**src/rtl/mrx_pkg.sv**
```systemverilog
// Constants for the move and return instruction execution unit.
// Assumes a 14-bit instruction word and a 13-bit program counter.
package mrx_pkg;

  // ===========================================================================
  // Widths
  localparam int INSTR_W     = 14;
  localparam int PC_W        = 13;
  localparam int DATA_W      = 8;
  localparam int FADDR_W     = 7;
  localparam int STACK_DEPTH = 8;

  // ===========================================================================
  // Opcode masks and codes
  localparam logic [13:0] STORE_ACC_MASK = 14'h3F80;
  localparam logic [13:0] STORE_ACC_CODE = 14'h0080;
  localparam logic [13:0] LOAD_LIT_MASK  = 14'h3C00;
  localparam logic [13:0] LOAD_LIT_CODE  = 14'h3000;
  localparam logic [13:0] LIT_RET_CODE   = 14'h3400;
  localparam logic [13:0] FILE_MOVE_MASK = 14'h3F00;
  localparam logic [13:0] FILE_MOVE_CODE = 14'h0800;
  localparam logic [13:0] IDLE_MASK      = 14'h3F9F;
  localparam logic [13:0] IDLE_CODE      = 14'h0000;
  localparam logic [13:0] IRQ_RET_CODE   = 14'h0009;
  localparam logic [13:0] SUB_RET_CODE   = 14'h0008;

  // ===========================================================================
  // Field positions
  localparam int DEST_BIT = 7;
  localparam int IRQ_EN_BIT = 7;

  // ===========================================================================
  // Reset values
  localparam logic [12:0] PC_RESET     = 13'h0000;
  localparam logic [7:0]  ACC_RESET    = 8'h00;
  localparam logic [7:0]  IRQCTL_RESET = 8'h00;
  localparam logic [12:0] PC_STEP      = 13'h0001;

  typedef enum logic {
    MRX_EXEC  = 1'b0,
    MRX_FLUSH = 1'b1
  } mrx_state_type;

endpackage : mrx_pkg

```
**src/rtl/mrx_instr_exec.sv**
```systemverilog
// Execution unit for store, load-literal, idle, move-file and return instructions.
// Assumes the fetch stage presents the word and the file data read at its operand.
`timescale 1ns/10ps
module mrx_instr_exec (
  input  wire logic                  sys_clk,
  input  wire logic                  reset_n,
  input  wire logic                  instr_valid,
  input  wire logic [mrx_pkg::INSTR_W-1:0] instr_word,
  input  wire logic [mrx_pkg::DATA_W-1:0]  file_rd_data,
  input  wire logic                  call_push,
  input  wire logic [mrx_pkg::PC_W-1:0]    call_addr,
  input  wire logic                  irq_taken,
  output logic                       instr_busy,
  output logic [mrx_pkg::PC_W-1:0]   program_counter,
  output logic [mrx_pkg::DATA_W-1:0] acc_value,
  output logic                       zero_flag,
  output logic                       global_irq_enable,
  output logic                       file_wr_en,
  output logic [mrx_pkg::FADDR_W-1:0] file_wr_addr,
  output logic [mrx_pkg::DATA_W-1:0] file_wr_data
);
  import mrx_pkg::*;

  // ===========================================================================
  // Reset release
  logic rst_meta_reg;
  logic rst_n_sync;

  always_ff @(posedge sys_clk or negedge reset_n) begin
    if (!reset_n) begin
      rst_meta_reg <= 1'b0;
      rst_n_sync   <= 1'b0;
    end else begin
      rst_meta_reg <= 1'b1;
      rst_n_sync   <= rst_meta_reg;
    end
  end

  // ===========================================================================
  // Decode
  mrx_state_type       state_reg;
  mrx_state_type       state_next;
  logic                busy_reg;
  logic [PC_W-1:0]     pc_reg;
  logic [PC_W-1:0]     pc_next;
  logic [DATA_W-1:0]   acc_reg;
  logic [DATA_W-1:0]   acc_next;
  logic                zero_reg;
  logic                zero_next;
  logic [7:0]          irq_control_reg;
  logic [7:0]          irq_control_next;
  logic                wr_en_reg;
  logic                wr_en_next;
  logic [FADDR_W-1:0]  wr_addr_reg;
  logic [FADDR_W-1:0]  wr_addr_next;
  logic [DATA_W-1:0]   wr_data_reg;
  logic [DATA_W-1:0]   wr_data_next;
  logic [PC_W-1:0]     stack_top;

  wire               accept       = instr_valid && state_reg == MRX_EXEC;
  wire               is_store     = (instr_word & STORE_ACC_MASK) == STORE_ACC_CODE;
  wire               is_load_lit  = (instr_word & LOAD_LIT_MASK) == LOAD_LIT_CODE;
  wire               is_lit_ret   = (instr_word & LOAD_LIT_MASK) == LIT_RET_CODE;
  wire               is_file_move = (instr_word & FILE_MOVE_MASK) == FILE_MOVE_CODE;
  wire               is_irq_ret   = instr_word == IRQ_RET_CODE;
  wire               is_sub_ret   = instr_word == SUB_RET_CODE;
  wire               is_return    = is_irq_ret || is_lit_ret || is_sub_ret;
  wire               stack_pop    = accept && is_return;
  wire [DATA_W-1:0]  literal      = instr_word[DATA_W-1:0];
  wire [FADDR_W-1:0] file_addr    = instr_word[FADDR_W-1:0];
  wire [PC_W-1:0]    pc_inc       = PC_W'(pc_reg + PC_STEP);

  // Unknown words fall through as idle so a bad fetch cannot hang the core
  always_comb begin
    state_next   = MRX_EXEC;
    pc_next      = pc_reg;
    acc_next     = acc_reg;
    zero_next    = zero_reg;
    wr_en_next   = 1'b0;
    wr_addr_next = wr_addr_reg;
    wr_data_next = wr_data_reg;
    if (accept) begin
      if (is_store) begin
        wr_en_next   = 1'b1;
        wr_addr_next = file_addr;
        wr_data_next = acc_reg;
        pc_next      = pc_inc;
      end else if (is_load_lit) begin
        acc_next = literal;
        pc_next  = pc_inc;
      end else if (is_file_move) begin
        zero_next = file_rd_data == '0;
        pc_next   = pc_inc;
        if (instr_word[DEST_BIT]) begin
          wr_en_next   = 1'b1;
          wr_addr_next = file_addr;
          wr_data_next = file_rd_data;
        end else begin
          acc_next = file_rd_data;
        end
      end else if (is_return) begin
        pc_next    = stack_top;
        state_next = MRX_FLUSH;
        if (is_lit_ret) begin
          acc_next = literal;
        end
      end else begin
        pc_next = pc_inc;
      end
    end
  end

  // Set by the return wins over a same-cycle clear from interrupt entry
  always_comb begin
    irq_control_next = irq_control_reg;
    if (irq_taken) begin
      irq_control_next[IRQ_EN_BIT] = 1'b0;
    end
    if (accept && is_irq_ret) begin
      irq_control_next[IRQ_EN_BIT] = 1'b1;
    end
  end

  // ===========================================================================
  // State
  always_ff @(posedge sys_clk or negedge rst_n_sync) begin
    if (!rst_n_sync) begin
      state_reg       <= MRX_EXEC;
      busy_reg        <= 1'b0;
      pc_reg          <= PC_RESET;
      acc_reg         <= ACC_RESET;
      zero_reg        <= 1'b0;
      irq_control_reg <= IRQCTL_RESET;
      wr_en_reg       <= 1'b0;
      wr_addr_reg     <= '0;
      wr_data_reg     <= '0;
    end else begin
      state_reg       <= state_next;
      busy_reg        <= state_next == MRX_FLUSH;
      pc_reg          <= pc_next;
      acc_reg         <= acc_next;
      zero_reg        <= zero_next;
      irq_control_reg <= irq_control_next;
      wr_en_reg       <= wr_en_next;
      wr_addr_reg     <= wr_addr_next;
      wr_data_reg     <= wr_data_next;
    end
  end

  mrx_return_stack #(
    .DEPTH (STACK_DEPTH),
    .AW    (PC_W)
  ) u_stack (
    .sys_clk   (sys_clk),
    .rst_n     (rst_n_sync),
    .push      (call_push),
    .pop       (stack_pop),
    .push_addr (call_addr),
    .stack_top (stack_top)
  );

  assign instr_busy        = busy_reg;
  assign program_counter   = pc_reg;
  assign acc_value         = acc_reg;
  assign zero_flag         = zero_reg;
  assign global_irq_enable = irq_control_reg[IRQ_EN_BIT];
  assign file_wr_en        = wr_en_reg;
  assign file_wr_addr      = wr_addr_reg;
  assign file_wr_data      = wr_data_reg;
endmodule : mrx_instr_exec

```
**src/rtl/mrx_return_stack.sv**
```systemverilog
// Circular hardware return stack holding program counter values.
// Assumes push and pop come from logic on the same clock.
`timescale 1ns/10ps
module mrx_return_stack #(
  parameter int DEPTH = mrx_pkg::STACK_DEPTH,
  parameter int AW    = mrx_pkg::PC_W
) (
  input  wire logic          sys_clk,
  input  wire logic          rst_n,
  input  wire logic          push,
  input  wire logic          pop,
  input  wire logic [AW-1:0] push_addr,
  output logic      [AW-1:0] stack_top
);
  import mrx_pkg::*;

  localparam int PW = $clog2(DEPTH);

  logic [PW-1:0] ptr_reg;
  logic [PW-1:0] ptr_next;
  logic [AW-1:0] mem_reg [DEPTH];
  wire  [PW-1:0] top_idx   = PW'(ptr_reg - 1'b1);
  wire  [PW-1:0] write_idx = pop ? top_idx : ptr_reg;

  // Overflow wraps silently, as the stack has no status
  assign ptr_next  = (push && !pop) ? PW'(ptr_reg + 1'b1) :
                     (pop && !push) ? top_idx : ptr_reg;
  assign stack_top = mem_reg[top_idx];

  always_ff @(posedge sys_clk or negedge rst_n) begin
    if (!rst_n) begin
      ptr_reg <= '0;
    end else begin
      ptr_reg <= ptr_next;
    end
  end

  // ===========================================================================
  // Entries
  genvar i;
  generate
    for (i = 0; i < DEPTH; i++) begin : g_entry
      always_ff @(posedge sys_clk) begin
        if (push && write_idx == PW'(i)) begin
          mem_reg[i] <= push_addr;
        end
      end
    end
  endgenerate

endmodule : mrx_return_stack

```
**config.mk**
```make
export PLATFORM = sky130hd
export DESIGN_NAME = mrx_instr_exec
export DESIGN_NICKNAME = d
export VERILOG_FILES = /design/src/rtl/mrx_pkg.sv /design/src/rtl/mrx_instr_exec.sv /design/src/rtl/mrx_return_stack.sv
export SDC_FILE = /design/constraint.sdc
export NUM_CORES = 1
export LEC_CHECK = 0
export ABC_AREA = 0
export BUFFER_PORTS_ARGS = -buffer_cell sky130_fd_sc_hd__buf_4
export CAP_MARGIN = 10
export CORE_ASPECT_RATIO = 1.2
export CORE_UTILIZATION = 55
export CTS_BUF_LIST = sky130_fd_sc_hd__clkbuf_16
export CTS_CLUSTER_SIZE = 16
export DETAILED_ROUTE_END_ITERATION = 6
export GPL_ROUTABILITY_DRIVEN = 0
export HOLD_SLACK_MARGIN = 0.06
export MAX_ROUTING_LAYER = met4
export PLACE_DENSITY = 0.76
export SETUP_SLACK_MARGIN = 0.1
export SYNTH_ARGS = -nofsm -noshare
export SYNTH_HDL_FRONTEND = slang
export SYNTH_SLANG_ARGS = --single-unit
```
**constraint.sdc**
```tcl
create_clock -name sys_clk -period 2.8 [get_ports sys_clk]
set_input_delay 0.56 -clock sys_clk [delete_from_list [all_inputs] [get_ports sys_clk]]
set_output_delay 0.56 -clock sys_clk [all_outputs]
set_load 0.02 [all_outputs]
```
# ---- Word-level counts from Yosys, hierarchy flattened
# Memories as Yosys holds them, arrays and structs flattened.
# Index checks and enable logic that the tools add are counted.
# Widths: inputs -> output; s select.
dict set report op_classes {
  n_eq_ne 15
  n_bitwise 3
  n_addsub 3
  n_reduce_logical 35
  n_mux 69
}
# operator count
set ops {}
lappend ops {{$mux 13} 11}
lappend ops {{$reduce_or 13->1} 7}
lappend ops {{$mux 8} 9}
lappend ops {{$mux 1} 35}
lappend ops {{$mux 3} 10}
lappend ops {{$eq 14x4->1 const B} 2}
lappend ops {{$mux 7} 4}
lappend ops {{$add 13x1->13 const B} 1}
lappend ops {{$logic_and 1x1->1} 13}
lappend ops {{$eq 3x3->1 const B} 4}
lappend ops {{$eq 4x4->1 const B} 2}
lappend ops {{$logic_not 8->1} 1}
lappend ops {{$reduce_and 4->1} 2}
lappend ops {{$reduce_bool 2->1} 4}
lappend ops {{$eq 7x1->1 const B} 1}
lappend ops {{$eq 3x2->1 const B} 2}
lappend ops {{$eq 6x4->1 const B} 1}
lappend ops {{$reduce_bool 3->1} 2}
lappend ops {{$reduce_and 5->1} 1}
lappend ops {{$add 3x1->3 const B} 1}
lappend ops {{$eq 3x1->1 const B} 1}
lappend ops {{$logic_not 3->1} 1}
lappend ops {{$ne 3x3->1 const B} 1}
lappend ops {{$not 1->1} 3}
lappend ops {{other kinds (4)} 6}
dict set report totals {
  in_bits 40
  n_memories 1
  word_cells 137
  output_inout_bits 40
  register_bits 45
  ram_bits 104
}
# memory depth word_bits read_ports rd_clocked_by_memory_dff write_ports line_no
set mem_list {}
lappend mem_list {u_stack.mem_reg 8 13 1 0 1 mrx_return_stack.sv:21} ;# logic [AW-1:0] mem_reg [DEPTH];

# ---- Logic depth before layout (Yosys ltp)
dict set report logic_depth {
  depth_word 17
  depth_mapped 11
  mapped_depth_nobuf 7
}

# ---- By module
# Synthesis repeated with hierarchy kept, for this count alone.
dict set report hier_totals {
  cells_unflattened 481
  area_unflattened_um2 6739.0
}
# mod instances seq_area_each_um2 area_each_um2 cells_per_inst
set modules_own_cells {}
lappend modules_own_cells {mrx_return_stack 1 3198.1 4538.1 285}
lappend modules_own_cells {mrx_instr_exec 1 1051.0 2200.9 196}

# ---- Least setup slack after synthesis
# No wires, ideal clock.
dict set report synth_timing {
  kind {register to register}
  from {register u_stack.ptr_reg[0]}
  to {memory u_stack.mem_reg[4][0] (netlist bit) (enable)}
  stages_incl_launch_ff 10
  setup_slack_ps -680
  required_time_ps 2413
  period_less_slack_ps 3480
  arrival_time_ps 3093
  setup_time_ps 387
  n_path_buf 4
  cell_sequence {dfrtp_1 -> buf_2 -> inv_2 -> buf_2 -> ha_1 -> xor2_1 -> buf_2 -> buf_2 -> nand4_1 -> a21oi_1}
}
dict set report synth_via {
  elab_chain_cells 14
  word_cells_on_any_way 55
  cone_classes {add/sub: 1; eq/ne: 7; mux: 31; reduce/logical: 16}
}
# element line_no
set synth_rtl {}
lappend synth_rtl {{start: declaration} mrx_return_stack.sv:19} ;# logic [PW-1:0] ptr_reg;
lappend synth_rtl {{start signal: assignment} mrx_return_stack.sv:34} ;# ptr_reg <= ptr_next;
lappend synth_rtl {{$sub 3x1->3} mrx_return_stack.sv:22} ;# wire [PW-1:0] top_idx = PW'(ptr_reg - 1'b1);
lappend synth_rtl {{$mux 3 *} mrx_return_stack.sv:23} ;# wire [PW-1:0] write_idx = pop ? top_idx : ptr_reg;
lappend synth_rtl {{$eq 3x1->1} mrx_return_stack.sv:44} ;# if (push && write_idx == PW'(i)) begin
lappend synth_rtl {{$logic_and 1x1->1} mrx_return_stack.sv:44}
lappend synth_rtl {{$mux 1} mrx_return_stack.sv:44}
lappend synth_rtl {{$mux 1 (not written as such)} mrx_return_stack.sv:45} ;# mem_reg[i] <= push_addr;
lappend synth_rtl {{$reduce_or 13->1 (no line)} -}
lappend synth_rtl {{$mux 3 (no line) / $mux 1 (equally long branches) (7 in series)} -}
lappend synth_rtl {{end: declaration} mrx_return_stack.sv:21}
# Every way passes the cells marked *; elsewhere a longest branch is shown, timed or not.

# ---- Worst setup path in the final report
dict set report layout_timing {
  from {register u_stack.ptr_reg[1]}
  to {register pc_reg[5], in the netlist program_counter[5]}
}
dict set report layout_via {
  elab_chain_cells 6
}
# element line_no
set layout_rtl {}
lappend layout_rtl {{$sub 3x1->3} mrx_return_stack.sv:22}
lappend layout_rtl {{$mem_v2 8x13} -}
lappend layout_rtl {{$mux 13} mrx_instr_exec.sv:101} ;# end else if (is_return) begin
lappend layout_rtl {{$mux 13} mrx_instr_exec.sv:91} ;# end else if (is_file_move) begin
lappend layout_rtl {{$mux 13} mrx_instr_exec.sv:88} ;# end else if (is_load_lit) begin
lappend layout_rtl {{$mux 13} mrx_instr_exec.sv:83} ;# if (is_store) begin
lappend layout_rtl {{end signal: assignment} mrx_instr_exec.sv:140} ;# pc_reg <= pc_next;
lappend layout_rtl {{end: declaration} mrx_instr_exec.sv:44} ;# logic [PC_W-1:0] pc_reg;
# Every way passes these cells.
# A chain may end at the register's enable or synchronous reset.

==> run summary <==
Drt first pass iters = 6
Die Height = 120.2 um
Dpl hpwl = 9539 um
Flop2flop setup slack = 0.29 ns
Final worst path period share = 89.67%
Finished Core Util = 72.07%
CP Launch Type = flop
Via count = 4148
Rel. slew slack = 38.13%
Root Buffer = clkbuf_16
I/O Buffers = 79
Crit path kind = reg2reg
Internal power = 5556 uW
Pin count of the biggest net entering global routing = 44
Max Clock Skew = 0.01185 ns
Worst hold path class = in2reg
Area growth syn-to-layout = 26.07%
Worst Path Max Fanout = 16
Global-route wire length before repair = 23030 um
EDFF count, synth = 104
Comb pwr share = 37.1%
Max Cap Viol = 0
Worst Setup End Kind = flop
Hold-fix buffers, CTS = 1
I/O pins = 80
CTS max path bufs = 2
Post-Syn Nets = 458
Initial DRC Count = 379
P_sw = 2802 uW
Reg clk slew, reported paths = 0.07 ns
Post-Syn Instances = 415
H-tree Lvls = 4
Area of the core = 11190 um2
Vias/cell = 5.994
Ys flop type = edfxtp_1
Die X-Extent = 100.5 um
Total grt overflow = 0
Net Sw Frac = 33.52%
CP arrival = 2.82 ns
Setup TNS = 0 ns
Starting density of the core = 57.17%
Ys async rst share = 30.20%
Status = complete, no violations
Top post-synthesis cells by area = edfxtp_1, dfrtp_1, mux4_2
Register area share after synthesis = 66.41%
Post-cts resize count = 0
# setup viols final = 0
Share of power burned in registers = 36.3%
CTS tree = built
Top cell type's share of synthesized area = 48.81%
Final nets = 568
Yosys warns = 0
WL/cell = 20.60 um
Vias in the first global route = 4284
Routed Wire Length = 14260 um
Tmin final = 2.511 ns
Num CTS Buffers = 17
GRT Total Usage = 26.97%
Die area = 12070 um2
RSZ-0062 raised after global routing = no
Number of flip-flops in the largest register = 104
Num Clock Sinks = 149
Post-synthesis cell area = 6399 um2
Routed Antenna Nets = 0
Number of synthesized register bits = 149
Worst-Margin Slew = 0.9281 ns
Static Leakage = 0.003076 uW
Area leader, netlist = edfxtp_1
Drt drc = 0
Max Slew Vio Count = 0
Layout cells sized above 1 = 36.99%
Syn avg cell area = 15.42 um2
Required @ worst endpoint = 3.11 ns
Antenna Cells = 0
Max VDD drop = 0.0006287 V
Pwr dens = 1036 nW/um2
Peak Freq = 0.3983 GHz
Worst skew pair latency = 0.43 ns
Part of the power in the clock network = 26.5%
Fin. Hold Viols = 0
Std-Cell Rows = 42
Initial antenna violation count = 0
Cell variety after synth = 56
Postcts setup bufs = 0
layout by cell type (no fill, tap or decap), types with 3 or more instances in the layout:
cell type,instances
or4_4,3
mux2i_1,25
a21oi_4,6
mux2_2,9
nand2_1,23
mux4_2,26
inv_1,10
clkbuf_16,17
buf_12,5
a21oi_1,13
nand4b_1,4
inv_6,3
buf_4,106
clkinvlp_4,3
edfxtp_1,104
o21ai_1,9
clkinv_4,3
nand4_1,12
dfrtp_1,44
xnor2_1,3
nor2_1,21
nor3_1,8
o21ai_0,11
nor4_1,5
nand3_1,10
cell usage after synthesis, drive strengths merged (2+ instances only):
library cell	instances
edfxtp	104
dfrtp	45
mux4	26
mux2i	25
nand2	24
nor2	21
o21ai	21
a21oi	19
buf	13
nand4	12
nand3	10
mux2	9
clkbuf	8
inv	8
nor3	8
nor4	8
or4	5
nand4b	4
ha	3
o21a	3
xnor2	3
a211oi	2
a221o	2
a22oi	2
a2bb2oi	2
maj3	2
nand2b	2
nor2b	2
o221ai	2
o31ai	2
or3	2
xor2	2
metrics by stage:
stage	cells	cell area (um2)	hold WS [ns]	setup slack [ns]	power [uW]
after floorplan	415	6502	0.2644	0.03110	5035
after global placement	659	7473	0.3383	0.05473	6098
after detailed placement	659	7473	0.3403	0.02100	6161
after CTS	692	8066	0.3139	0.3178	8408
after global routing	692	8066	0.3120	0.1872	8725
final	692	8066	0.3223	0.2893	8358
worst paths after layout:
path                                      end  cells past startpoint                from
max                        program_counter[5]                      8  u_stack.ptr_reg[1]
min                        irq_control_reg[7]                      2           irq_taken
max reg2reg                program_counter[5]                      8  u_stack.ptr_reg[1]
min reg2reg                        rst_n_sync                      0        rst_meta_reg
max in group asynchronous        acc_value[5]                      0          rst_n_sync
min in group asynchronous  program_counter[4]                      0          rst_n_sync
worst max-delay path, cell delays in order (launching register included):
cell,delay [ns]
dfrtp_1,0.46
inv_1,0.11
ha_2,0.28
inv_1,0.22
buf_12,0.22
mux4_2,0.52
mux2i_1,0.26
mux2i_1,0.12
o22a_1,0.19
layer usage:
layer  track usage (%)  part of all wire (%)  wire, um
met5                 -                     0         0
met4             11.96                   2.2       313
met3             5.475                   5.9       847
met2             44.43                    52      7467
met1             32.17                    39      5629
final cells by class:
cell class,instances,area (um2)
Clock buffer,17,425.4
Multi-Input combinational cell,236,2100
Sequential cell,149,4250
Fill cell,722,3127
Clock inverter,15,157.7
Inverter,9,35.03
Tap cell,154,192.7
Timing Repair Buffer,112,905.9
cell families after synthesis:
| group | synth area share, % |
|---|---|
| AO/OA/AOI/OAI | 5.729 |
| other | 0.05861 |
| adder cells (fa/ha/maj) | 0.9191 |
| multiplexers | 14.65 |
| XOR/XNOR | 0.6845 |
| flip-flops | 66.41 |
| AND/OR/NAND/NOR | 9.347 |
| buffers and inverters | 2.210 |
power groups by stage:
stage	logic (uW)	registers (uW)	clock network (uW)
6_report	3100	3040	2220
3_5_place_dp	3090	3070	0
5_1_grt	3310	3070	2340
2_1_floorplan	1890	3150	0
3_3_place_gp	3060	3040	0
4_1_cts	3130	3030	2250
Note: power is estimated with default switching activity, not from simulation.
